<file path="config.mk">
export PLATFORM = sky130hd
export DESIGN_NAME = bus_demux_decode
export DESIGN_NICKNAME = d
export VERILOG_FILES = /design/src/rtl/bus_demux_pkg.sv /design/src/rtl/bus_demux_decode.sv /design/src/rtl/pin_sync.sv
export VERILOG_INCLUDE_DIRS = /design/src /design/src/rtl
export SDC_FILE = /design/constraint.sdc
export NUM_CORES = 1
export LEC_CHECK = 0
export ABC_AREA = 1
export BUFFER_PORTS_ARGS = -buffer_cell sky130_fd_sc_hd__clkbuf_2
export CORE_UTILIZATION = 59
export DETAILED_ROUTE_END_ITERATION = 16
export PLACE_DENSITY = 0.83
export SYNTH_ARGS = -nofsm -noshare
export SYNTH_HDL_FRONTEND = slang
export SYNTH_HIERARCHICAL = 1
export SYNTH_SLANG_ARGS = --single-unit
</file>
<file path="constraint.sdc">
create_clock -name mclk_i -period 2.22 [get_ports mclk_i]
set_clock_uncertainty 0.2 [all_clocks]
set_input_delay 0.333 -clock mclk_i [delete_from_list [all_inputs] [get_ports mclk_i]]
set_output_delay 0.333 -clock mclk_i [all_outputs]
set_load 0.1 [all_outputs]
</file>
<file path="src/rtl/bus_demux_defs.svh">
// constants for the multiplexed bus splitter and address decoder
`ifndef BUS_DEMUX_DEFS_SVH
`define BUS_DEMUX_DEFS_SVH

`define ROM_LAST_PAGE    4'h3
`define RAM_FIRST_PAGE   4'h4
`define RAM_LAST_PAGE    4'hb
`define EXP_FIRST_PAGE   4'hc
`define EXP_SELECTS      4
`define LOW_NIBBLE_W     4
`define SYNC_STAGES      3

`endif

</file>
<file path="src/rtl/bus_demux_pkg.sv">
// types shared by the bus splitter files
package bus_demux_pkg;
    typedef struct packed {
        logic       rom_en_n;
        logic       ram_en_n;
        logic [3:0] expansion_select_n;
    } enables_t;

    typedef struct packed {
        logic       rd_n;
        logic       wr_n;
        logic [3:0] low_nibble_location_lines;
        logic [7:0] shared_byte_lines;
        logic [7:0] spare_port_lines;
    } connector_t;
endpackage

</file>
<file path="src/rtl/bus_demux_decode.sv">
// splits the multiplexed controller bus and decodes memory enables
// How it works
// low port carries low address then data within one external cycle
// low address byte follows the port while latch strobe high, kept for rest of cycle
// upper address byte taken straight from the high port, never latched
// rom enable for 0000-3fff, ram enable for 4000-bfff
// four expansion selects, 4 KB each, c000 through ffff in order
// read and write strobes qualify transfers and go to the connector
// of the address only the low four latched bits reach the connector, alongside the data byte
// spare eight-bit port passed through unchanged to the connector
// all enables active low, at most one asserted per address
`timescale 1ns/10ps
`default_nettype none
`include "bus_demux_defs.svh"

module bus_demux_decode (
    input  wire logic                    mclk_i,
    input  wire logic                    resetn_i,
    input  wire logic [7:0]              low_port_i,
    input  wire logic [7:0]              high_port_i,
    input  wire logic                    addr_latch_strobe_i,
    input  wire logic                    rd_n_i,
    input  wire logic                    wr_n_i,
    input  wire logic [7:0]              spare_port_i,
    output logic      [15:0]             address_o,
    output logic      [7:0]              data_o,
    output bus_demux_pkg::enables_t      enables_o,
    output bus_demux_pkg::connector_t    connector_o
);
    // ------------------------------------------------------------
    // pin capture
    // ------------------------------------------------------------
    logic [7:0] low_s;
    logic [7:0] high_s;
    logic [7:0] spare_s;
    logic       ale_s;
    logic       rd_n_s;
    logic       wr_n_s;

    pin_sync #(.WIDTH(8), .RESET_VAL(8'h00)) u_low (
        .mclk_i   (mclk_i),
        .resetn_i (resetn_i),
        .pin_i    (low_port_i),
        .level_o  (low_s)
    );
    pin_sync #(.WIDTH(8), .RESET_VAL(8'h00)) u_high (
        .mclk_i   (mclk_i),
        .resetn_i (resetn_i),
        .pin_i    (high_port_i),
        .level_o  (high_s)
    );
    pin_sync #(.WIDTH(8), .RESET_VAL(8'hff)) u_spare (
        .mclk_i   (mclk_i),
        .resetn_i (resetn_i),
        .pin_i    (spare_port_i),
        .level_o  (spare_s)
    );
    // strobes idle high; ale idle low
    pin_sync #(.WIDTH(3), .RESET_VAL(3'b110)) u_ctl (
        .mclk_i   (mclk_i),
        .resetn_i (resetn_i),
        .pin_i    ({rd_n_i, wr_n_i, addr_latch_strobe_i}),
        .level_o  ({rd_n_s, wr_n_s, ale_s})
    );

    // ------------------------------------------------------------
    // address latch
    // ------------------------------------------------------------
    logic [7:0] low_addr_q;

    // transparent while strobe high, holds afterwards
    always_ff @(posedge mclk_i or negedge resetn_i) begin
        if (!resetn_i) begin
            low_addr_q <= 8'h00;
        end else if (ale_s) begin
            low_addr_q <= low_s;
        end
    end

    logic [15:0] addr;
    assign addr = {high_s, ale_s ? low_s : low_addr_q};

    // ------------------------------------------------------------
    // decode
    // ------------------------------------------------------------
    function automatic bus_demux_pkg::enables_t decode(input logic [15:0] a);
        logic [3:0] pg;
        pg = a[15:12];
        decode = '{rom_en_n: 1'b1, ram_en_n: 1'b1,
                   expansion_select_n: 4'hf};
        if (pg <= `ROM_LAST_PAGE) begin
            decode.rom_en_n = 1'b0;
        end else if (pg <= `RAM_LAST_PAGE) begin
            decode.ram_en_n = 1'b0;
        end else begin
            // one-hot page index, exclusive by construction
            decode.expansion_select_n[2'(pg - `EXP_FIRST_PAGE)] = 1'b0;
        end
    endfunction

    // ------------------------------------------------------------
    // registered outputs
    // ------------------------------------------------------------
    logic [7:0] data_q;

    // data byte follows the port every cycle while the strobe is low, i.e. data phase
    always_ff @(posedge mclk_i or negedge resetn_i) begin
        if (!resetn_i) begin
            data_q <= 8'h00;
        end else if (!ale_s) begin
            data_q <= low_s;
        end
    end
    assign data_o = data_q;

    always_ff @(posedge mclk_i or negedge resetn_i) begin
        if (!resetn_i) begin
            address_o <= 16'h0000;
            enables_o <= '{rom_en_n: 1'b1, ram_en_n: 1'b1,
                           expansion_select_n: 4'hf};
        end else begin
            address_o <= addr;
            enables_o <= decode(addr);
        end
    end

    always_ff @(posedge mclk_i or negedge resetn_i) begin
        if (!resetn_i) begin
            connector_o <= '{rd_n: 1'b1, wr_n: 1'b1,
                             low_nibble_location_lines: 4'h0,
                             shared_byte_lines: 8'h00,
                             spare_port_lines: 8'hff};
        end else begin
            connector_o.rd_n <= rd_n_s;
            connector_o.wr_n <= wr_n_s;
            connector_o.low_nibble_location_lines <=
                addr[`LOW_NIBBLE_W-1:0];
            connector_o.shared_byte_lines <= ale_s ? data_q : low_s;
            connector_o.spare_port_lines  <= spare_s;
        end
    end
endmodule // bus_demux_decode

`default_nettype wire

</file>
<file path="src/rtl/pin_sync.sv">
// three-stage synchroniser that accepts a change once stages two and three agree
`timescale 1ns/10ps
`default_nettype none
`include "bus_demux_defs.svh"

module pin_sync #(
    parameter int            WIDTH = 1,
    parameter logic [WIDTH-1:0] RESET_VAL = '0
) (
    input  wire logic             mclk_i,
    input  wire logic             resetn_i,
    input  wire logic [WIDTH-1:0] pin_i,
    output logic      [WIDTH-1:0] level_o
);
    logic [WIDTH-1:0] s1_q;
    logic [WIDTH-1:0] s2_q;
    logic [WIDTH-1:0] s3_q;

    always_ff @(posedge mclk_i or negedge resetn_i) begin
        if (!resetn_i) begin
            s1_q    <= RESET_VAL;
            s2_q    <= RESET_VAL;
            s3_q    <= RESET_VAL;
            level_o <= RESET_VAL;
        end else begin
            s1_q <= pin_i;
            s2_q <= s1_q;
            s3_q <= s2_q;
            // per-bit agreement filters a single-cycle glitch
            for (int i = 0; i < WIDTH; i++) begin
                if (s2_q[i] == s3_q[i]) begin
                    level_o[i] <= s3_q[i];
                end
            end
        end
    end
endmodule // pin_sync

`default_nettype wire

</file>
# Word level (Yosys, flattened, before mapping)
# Index checks and enable logic that the tools add are counted.
# W data, S select, Z words.
classes:
  add_sub_neg: 1
  order_cmp: 4
  n_eq_ne: 27
  muxes: 8
  n_bitwise: 1
  n_reduce_logical: 1
ops:
  columns: ["cell", "n"]
  rows:
  - ["$eq A1 B1 Y1", 27]
  - ["$mux W8", 2]
  - ["$mux W5", 1]
  - ["$le A4 B2 Y1 const B", 1]
  - ["$le A4 B4 Y1 const B", 1]
  - ["$mux W4", 1]
  - ["$not A4 Y4", 1]
  - ["$lt A2 B3 Y1 const B", 1]
  - ["$mux W1", 3]
  - ["$demux W1 S2", 1]
  - ["$ge A2 B1 Y1 const B", 1]
  - ["$sub A2 B1 Y2 const B", 1]
  - ["$logic_and A1 B1 Y1", 1]
totals:
  ff_bits: 160
  input_bits: 29
  output_inout_bits: 52
  word_cells: 91

# Logic depth before layout (Yosys ltp)
# Gate-level depths: netlist of the first run.
depth:
  depth_word: 8
  depth_mapped: 5
  ltp_nobuf: 4

# Modules after synthesis
# Netlist of the first run, hierarchy kept.
modules_own_cells:
  columns: ["module", "n_inst", "cells_per_inst", "area_per_inst_um2", "seq_area_each_um2"]
  rows:
  - ["pin_sync (u_high ...)", 2, 64, 930.9, 800.8]
  - ["bus_demux_decode", 1, 124, 1496.4, 1021.0]
  - ["pin_sync (u_spare)", 1, 64, 970.9, 840.8]
  - ["pin_sync (u_ctl)", 1, 24, 359.1, 310.3]

# Worst setup path after synthesis of the first run
# OpenSTA, ideal clock, no wires.
synth_path:
  kind: "flip-flop to output port"
  startpoint: "register, netlist name address_o[3]"
  endpoint: "output connector_o[19] (netlist bit)"
  t_arrival_ns: 1.354
  required_time_ns: 1.687
  slack_ns: 0.333
  stages_incl_launch_ff: 2
  path_buffers: 1
  cell_sequence: "dfrtp_1 -> buf_4"
synth_rtl:
  columns: ["item", "line", "source"]
  rows:
  - ["to (decl)", "bus_demux_decode.sv:28", "output bus_demux_pkg::connector_t connector_o"]

# Worst setup path in the final report of the first run
layout_path:
  startpoint: "register enables_o[3] (netlist bit)"
  endpoint: "output enables_o[3] (netlist bit)"
layout_rtl:
  columns: ["item", "line", "source"]
  rows:
  - ["from (decl)", "bus_demux_decode.sv:27", "output bus_demux_pkg::enables_t enables_o,"]
  - ["from (signal assigned)", "bus_demux_decode.sv:119", "enables_o <= '{rom_en_n: 1'b1, ram_en_n: 1'b1,"]
  - ["from (signal assigned)", "bus_demux_decode.sv:123", "enables_o <= decode(addr);"]
# No word-level cell between the ends.

==> results of run 1 <==
[kinds of logic (layout without fill, tap and decap cells)]
group                      count (synthesis)  count (layout)
DFF                                      148             148
and+or+nand+nor                          111             111
buffers and inverters                     51             181
AOI/OAI and AO/OA                         27              27
adders and majority gates                  3               3
[power by group]
group	internal (µW)	leakage, µW	switching, µW
registers	2980	0.00168	154
logic	220	0.000991	1230
clock network	1590	0.000268	1020
[per-stage QoR]
stage	setup slack [ps]	area, µm²	hold WS (ps)	util, %
CTS	180	5990	146	77.9
floorplan	333	4690	-163	-
global route	159	5990	152	77.9
global placement	752	5150	128	67.0
finish	200	5990	147	77.9
detailed placement	729	5150	135	67.0
[synth_stat cells]
| cell type | instances | area (µm²) |
|---|---|---|
| dfrtp_1 | 92 | 2300 |
| nand2_1 | 60 | 225 |
| dfstp_2 | 56 | 1470 |
| inv_1 | 35 | 131 |
| nor2_1 | 31 | 116 |
| a21oi_1 | 27 | 135 |
| nand2_2 | 20 | 125 |
| buf_4 | 12 | 90.1 |
| ha_1 | 3 | 37.5 |
| buf_6 | 2 | 22.5 |
| buf_12 | 1 | 20.0 |
| inv_8 | 1 | 11.3 |
[registers in the layout, indices dropped and copies added, names as in the netlist]
register         cells
u_ctl/s1_q           3
u_low/level_o        8
u_high/s1_q          8
u_low/s1_q           8
u_ctl/s3_q           3
u_high/s2_q          8
u_ctl/level_o        3
u_low/s3_q           8
u_ctl/s2_q           3
u_high/level_o       8
u_high/s3_q          8
u_low/s2_q           8
connector_o         19
address_o           15
u_spare/level_o      8
u_spare/s1_q         8
enables_o            6
u_spare/s2_q         8
u_spare/s3_q         8
[worst max path at each step]
stage                       to
6_report          enables_o[3]
5_1_grt           enables_o[3]
4_1_cts         connector_o[2]
3_5_place_dp    connector_o[2]
3_3_place_gp      enables_o[5]
2_1_floorplan  connector_o[19]
[cells in the final DEF (no fill, tap or decap), drive strengths merged]
cell type / instances
clkbuf: 98
ha: 3
clkinvlp: 3
inv: 37
dfstp: 56
nor2: 31
a21oi: 27
dfrtp: 92
buf: 6
dlygate4sd3: 28
bufinv: 2
clkinv: 7
nand2: 80
[repair_timing]
item                                    4_1_cts  5_1_grt
gates resized for setup                       0        0
endpoints found under the setup margin        0        0
hold buffers                                 28        0
endpoints found under the hold margin        92        0
[area by class of cell]
cell class | instances | area share, %
timing repair buffer | 113 | 12.5
tap | 102 | 2.13
multi-input combinational | 141 | 10.7
inverter | 36 | 2.38
clock buffer | 19 | 7.04
sequential | 148 | 63.0
clock inverter | 13 | 2.24
[routing by layer]
metal  routed length (µm)  track usage (%)  vias up
li1                     -                -     1256
met1                 2940             23.0     1306
met2                 4120             37.4       69
met3                  290             5.36        7
met4                   80             8.73        0
met5                    0                0        -
==> impl_metrics.ini, run 1 <==
[die]
fp.dieW_um = 91.1
coreArea_um2 = 7690
num_rows = 32
io-pin-count = 81
dieArea_um2 = 8310
die_y_um = 91.1
initial_core_util_pct = 61.0

[cts]
clk_latency_ps = 500
cts_setup_buffers = 0
clk_pin_slew_ps = 60
cts.path.max_buffers = 2
cts_tree = built
cts-root-buf = clkbuf_8
htree_levels = 4
cts_sinks = 148
numCtsBuffers = 17

[critical_path]
worst_path_max_delay_cell = dfstp_2
worstPathMaxFanout = 1
r2r_end = connector_o[15]$_DFFE_PN0N_
startpoint = enables_o[3]$_DFF_PN1_
worstReg2RegStart = u_ctl/level_o[0]$_DFFE_PN0N_
cp.depth = 1
start_kind = register
worst-path-buf-inv = 1
path_class = reg -> out
crit_chain = clkbuf_2
r2r_slack_ps = 790
end_kind = primary output
worstPathRequired_ps = 1690
crit_arrival_ps = 1490
crit_family = flip-flops
ff2ff_path_depth = 3
critPathMaxStageDelay_ps = 520

[detailed_routing]
vias = 2638
drc_errors = 0
dr.pass1.iters = 6
drt_iter0_markers = 134
via_per_inst = 4.61
routed_wl_um = 7430
wl_per_cell_um = 13.0
ant_nets = 0

[run]
drv_cap = 0

[finish]
fillerInstances = 487
multi_input_area_um2 = 639
area_growth_pct = 27.7
nNetsFinal = 489
drive_gt1_share_pct = 40.9
antenna_cells = 0
fin_cells = 572
regArea_um2 = 3770

[grt]
grt_max_degree = 60
grt_pass1_wl_um = 12800
grt_overflow = 0
antenna_found_initial = 0
grt_pass1_vias = 2840
grt_util_all_layers_pct = 20.7

[synthesis]
yosys_warnings = 6
synth-seq-cells = 148
synth_xor_xnor_area_share_pct = 0
synthMuxAreaShare_pct = 0
syn_area_um2 = 4690
synth_top_family_by_area = simple AND/OR/NAND/NOR gates
synthCells = 340
synth_area_per_cell_um2 = 13.8
synth_fa_ha_area_share_pct = 0.801
yosys.cell_types.count = 12
syn_nets = 372
seq_area_frac_synth_pct = 80.5
yosys.area_share.simple_pct = 9.95
synth-compound-area-share_pct = 2.88

[sta]
final.setup.tns_ps = 0
post-route-period-util_pct = 91.0
grt_setup_unrepaired = false
fmax_mhz = 495
hold_violations = 0
worstMarginPinSlew_ps = 709
slew_violations = 0
fin_crit_ps = 2020
finalSetupViolCount = 0
slew_headroom_pct = 52.8

[placed_design]
port_buffers = 80
hpwl_um = 4390
gp_congestion = 0.703
placedCellCount = 512

[worst_hold_path]
min_from = u_ctl/s1_q[0]$_DFF_PN0_
hp-class = reg -> reg
hold_end = u_ctl/s2_q[0]$_DFF_PN0_
hold_depth = 0

[power]
ir_drop_mv = 0.865
p_leak_uw = 0.00294
finalPower_uw = 7190
power_density_nw_per_um2 = 1200

[run_status]
status = finished clean
(Power assumes the default switching activity.)
==> run 2, diff against run 1 <==
Settings changed: CORE_MARGIN from default to 2.
==> impl_metrics.ini, run 2 (synthesized netlist as in run 1, its figures left out) <==
[run_status]
status = finished clean

[finish]
largest-register = connector_o
area_growth_pct = 27.3
largest_register_ffs = 19
antenna_cells = 0
postLayoutCoreUtil_pct = 77.2
fillerInstances = 444
multi_input_area_um2 = 639
largestRegisters = connector_o: 19 flops, address_o: 15 flops
drive_gt1_share_pct = 40.7
layout_common_cells = dfrtp_1, clkbuf_2, nand2_1, dfstp_2, inv_1
layout_commonest_cell = dfrtp_1
regArea_um2 = 3770
nNetsFinal = 486
fin_cells = 569

[detailed_routing]
drc_errors = 0
ant_nets = 0
dr_wl_met2_um = 3610
vias = 2583
drt_iter0_markers = 137
top_layer = met4
via_per_inst = 4.54
wl_met1_um = 2950
dr.pass1.iters = 4
routed_wl_um = 6940
route.met3.wl_um = 321
wl_per_cell_um = 12.2

[power]
ir_drop_mv = 0.653
p_leak_uw = 0.00292
clkPwrFrac_pct = 36.2
seq_power_share_pct = 43.7
power_density_nw_per_um2 = 1200
p_sw_uw = 2440
p_comb_share_pct = 20.1
switching_share_pct = 34.1
p_int_uw = 4720

[critical_path]
path_class = reg -> out
ff2ff_path_depth = 3
start_kind = register
worst_path_max_delay_cell = dfstp_2
worstPathMaxFanout = 1
worstReg2RegStart = u_ctl/level_o[0]$_DFFE_PN0N_
r2r_slack_ps = 800
crit_arrival_ps = 1470
critPathMaxStageDelay_ps = 530
worst-path-buf-inv = 1
end_kind = primary output
worstPathRequired_ps = 1690
crit_path_end = connector_o[0]
cp.depth = 1
r2r_end = connector_o[15]$_DFFE_PN0N_
crit_chain = clkbuf_2
crit_family = flip-flops
startpoint = connector_o[0]$_DFF_PN1_

[sta]
final.setup.worst_slack_ps = 213
worstMarginPinSlew_ps = 699
finalSetupViolCount = 0
grt_setup_unrepaired = false
slew_headroom_pct = 53.4
fin_crit_ps = 2010
hold_violations = 0
post-route-period-util_pct = 90.4
fmax_mhz = 498
slew_violations = 0
hold_ws_ps = 135
final.setup.tns_ps = 0

[cts]
clk_pin_slew_ps = 60
post_cts_resized = 0
cts.path.max_buffers = 2
cts-root-buf = clkbuf_8
clk_latency_ps = 500
cts_tree = built
htree_levels = 4
cts_sinks = 148
numCtsBuffers = 17

[placed_design]
placedCellCount = 509
port_buffers = 80
pre_cts_ws_ps = 730
hpwl_um = 4210
gp_congestion = 0.715

[die]
coreArea_um2 = 7730
die_y_um = 93.1
initial_core_util_pct = 60.7
fp.dieW_um = 93.1
num_rows = 32
io-pin-count = 81
dieArea_um2 = 8680

[grt]
grt_overflow = 0
grt_pass1_wl_um = 11900
grt_pass1_vias = 2711
antenna_found_initial = 0
grt_util_all_layers_pct = 18.2
grt_max_degree = 57

[run]
drv_cap = 0

[worst_hold_path]
hp-class = in -> async
## run 2: cell count changes in the layout (fill, tap and decap cells not counted)
cell	previous run	this run
clkinv_2	5	1
clkbuf_1	2	1
inv_6	1	4
clkbuf_8	1	2
clkinvlp_4	3	5
buf_4	3	0
bufinv_16	2	1
## run 2: final cells by class
type,count,share of cell area [%]
Sequential cell,148,63.2
Timing Repair Buffer,110,12.2
Multi-Input combinational cell,141,10.7
Clock buffer,19,7.23
Inverter,36,2.39
Tap cell,102,2.14
Clock inverter,13,2.10
## run 2: repair_timing
item                                   4_1_cts  5_1_grt
hold buffers                                28        0
buffers inserted                             0        0
endpoints found under the hold margin      117        0
## run 2: how the worst min path moves through the flow
stage	start	to	slack, ps	cells after the start
2_1_floorplan	resetn_i	address_o[10]$_DFF_PN0_	-160	0
3_3_place_gp	resetn_i	address_o[1]$_DFFE_PN0P_	100	1
3_5_place_dp	resetn_i	address_o[1]$_DFFE_PN0P_	100	1
4_1_cts	resetn_i	address_o[1]$_DFFE_PN0P_	140	2
5_1_grt	u_high/s1_q[4]$_DFF_PN0_	u_high/s2_q[4]$_DFF_PN0_	150	0
6_report	resetn_i	address_o[1]$_DFFE_PN0P_	130	2
## run 2: metrics by stage
stage                     total power (µW)  instance area, µm²
after floorplan                       4370                4690
after global placement                4540                5130
after detailed placement              4580                5130
after CTS                             7240                5970
after global routing                  7450                5970
final                                 7160                5970
## run 2: power groups by stage
stage / logic [µW] / registers [µW] / clock network [µW]
after floorplan: 525 / 3850 / 0
after global placement: 1390 / 3150 / 0
after detailed placement: 1410 / 3170 / 0
after CTS: 1450 / 3130 / 2660
after global routing: 1500 / 3160 / 2780
final: 1440 / 3130 / 2600
## run 2: per-layer routing
| layer | GRT usage (%) | up-vias |
|---|---|---|
| li1 | - | 1252 |
| met4 | 8.21 | 0 |
| met5 | 0 | - |
| met1 | 22.6 | 1245 |
| met2 | 30.3 | 79 |
| met3 | 4.92 | 7 |
==> run 3, diff against run 2 <==
==> constraint.sdc (replaced) <==
create_clock -name mclk_i -period 2.22 [get_ports mclk_i]
set_clock_uncertainty 0.2 [all_clocks]
set_input_delay 0.444 -clock mclk_i [delete_from_list [all_inputs] [get_ports mclk_i]]
set_output_delay 0.444 -clock mclk_i [all_outputs]
set_load 0.1 [all_outputs]
==> impl_metrics.ini, run 3 (synthesized netlist as in run 1, its figures left out) <==
[power]
ir_drop_mv = 0.706
clkPwrFrac_pct = 38.0
switching_share_pct = 33.4
power_density_nw_per_um2 = 1230
p_int_uw = 4920
p_comb_share_pct = 19.6
p_leak_uw = 0.00294
p_sw_uw = 2470
seq_power_share_pct = 42.4

[finish]
nNetsFinal = 486
largest_register_ffs = 19
stdcell_area_um2 = 6010
antenna_cells = 0
largest-register = connector_o
area_growth_pct = 28.1
layout_commonest_cell = dfrtp_1
drive_gt1_share_pct = 40.7
layout_common_cells = dfrtp_1, clkbuf_2, nand2_1, dfstp_2, inv_1
largestRegisters = connector_o: 19 flops, address_o: 15 flops
fillerInstances = 458
multi_input_area_um2 = 639
regArea_um2 = 3770

[critical_path]
worst_path_max_delay_cell = dfstp_2
critPathMaxStageDelay_ps = 530
end_kind = primary output
worst-path-buf-inv = 1
path_class = reg -> out
worstPathRequired_ps = 1580
crit_family = flip-flops
crit_chain = clkbuf_2
crit_arrival_ps = 1470
worstPathMaxFanout = 1
start_kind = register
worstReg2RegStart = u_ctl/level_o[0]$_DFFE_PN0N_
startpoint = connector_o[1]$_DFF_PN1_

[grt]
grt_pass1_wl_um = 12600
grt_overflow = 0
antenna_found_initial = 0
grt_util_all_layers_pct = 19.5
grt_pass1_vias = 2787
grt_max_degree = 57

[cts]
htree_levels = 4
cts_sinks = 148
cts_tree = built
cts-root-buf = clkbuf_8
numCtsBuffers = 17
clk_latency_ps = 500
clk_pin_slew_ps = 60
cts.path.max_buffers = 2
cts_setup_buffers = 0

[run]
drv_cap = 0

[die]
fp.dieW_um = 93.1
coreArea_um2 = 7730
num_rows = 32
dieArea_um2 = 8680
initial_core_util_pct = 60.7
die_y_um = 93.1
io-pin-count = 81

[detailed_routing]
routed_wl_um = 7440
dr.pass1.iters = 4
wl_per_cell_um = 13.1
drt_iter0_markers = 120
vias = 2637
ant_nets = 0
drc_errors = 0
via_per_inst = 4.63

[placed_design]
placed_cell_area_um2 = 5130
port_buffers = 80
gp_congestion = 0.719
hpwl_um = 4310

[sta]
worstMarginPinSlew_ps = 714
hold_violations = 0
finalSetupViolCount = 0
fmax_mhz = 473
slew_violations = 0
post-route-period-util_pct = 95.3
fin_crit_ps = 2120
final.setup.tns_ps = 0
grt_setup_unrepaired = false
slew_headroom_pct = 52.4

[worst_hold_path]
hp-class = reg -> reg
min_from = u_ctl/s1_q[0]$_DFF_PN0_

[run_status]
status = finished clean
run 3: changes by cell type in the layout (fill, tap and decap cells not counted):
cell and delta:
clkinv_4 +2, clkbuf_8 -1, inv_6 -1, bufinv_16 +2
clkinvlp_4 -2
run 3: repair_timing:
item	in CTS	in global routing
resized for setup	0	0
hold buffers	28	0
endpoints found under the hold margin	71	0
run 3: routing by layer:
layer	GRT usage, %	vias up	part of all wire [%]
met4	7.72	0	0.78
met5	0	-	0
li1	-	1259	-
met3	5.80	5	3.8
met2	32.5	73	52
met1	24.1	1300	43
run 3: path summary, 6_finish.rpt:
| path | end | slack, ps | depth (start not counted) |
|---|---|---|---|
| worst max-delay path | connector_o[1] | 100 | 1 |
| worst min-delay path | u_ctl/s2_q[0]$_DFF_PN0_ | 150 | 0 |
| worst max register to register | address_o[3]$_DFFE_PN0P_ | 780 | 3 |
| worst min register to register | u_ctl/s2_q[0]$_DFF_PN0_ | 150 | 0 |
| max in group asynchronous | u_spare/level_o[7]$_DFFE_PN1N_ | 910 | 3 |
| min in group asynchronous | address_o[7]$_DFFE_PN0P_ | 240 | 2 |
run 3: area by class of cell:
cell class | count | area share (%)
flip-flops and latches | 148 | 62.8
repair buffers | 110 | 12.1
multi-input cells | 141 | 10.6
inverters | 36 | 2.37
clock buffers | 18 | 6.96
well taps | 102 | 2.12
clock inverters | 14 | 2.98
run 3: power groups by stage:
stage | Clock, µW | Sequential, µW | Combinational (µW)
floorplan | 0 | 3850 | 525
global placement | 0 | 3150 | 1390
detailed placement | 0 | 3170 | 1410
CTS | 2870 | 3130 | 1460
global route | 2980 | 3160 | 1510
finish | 2810 | 3130 | 1450
run 3: metrics by stage:
step                      setup WS [ps]  util (%)  power (µW)  instances  hold WS [ps]
after floorplan                     222         -        4370        340         -51.6
after global placement              636      66.4        4540        509           132
after detailed placement            620      66.4        4580        509           135
after CTS                          61.7      77.7        7460        569           146
after global routing               57.1      77.7        7650        569           155
final                               104      77.7        7390        569           145
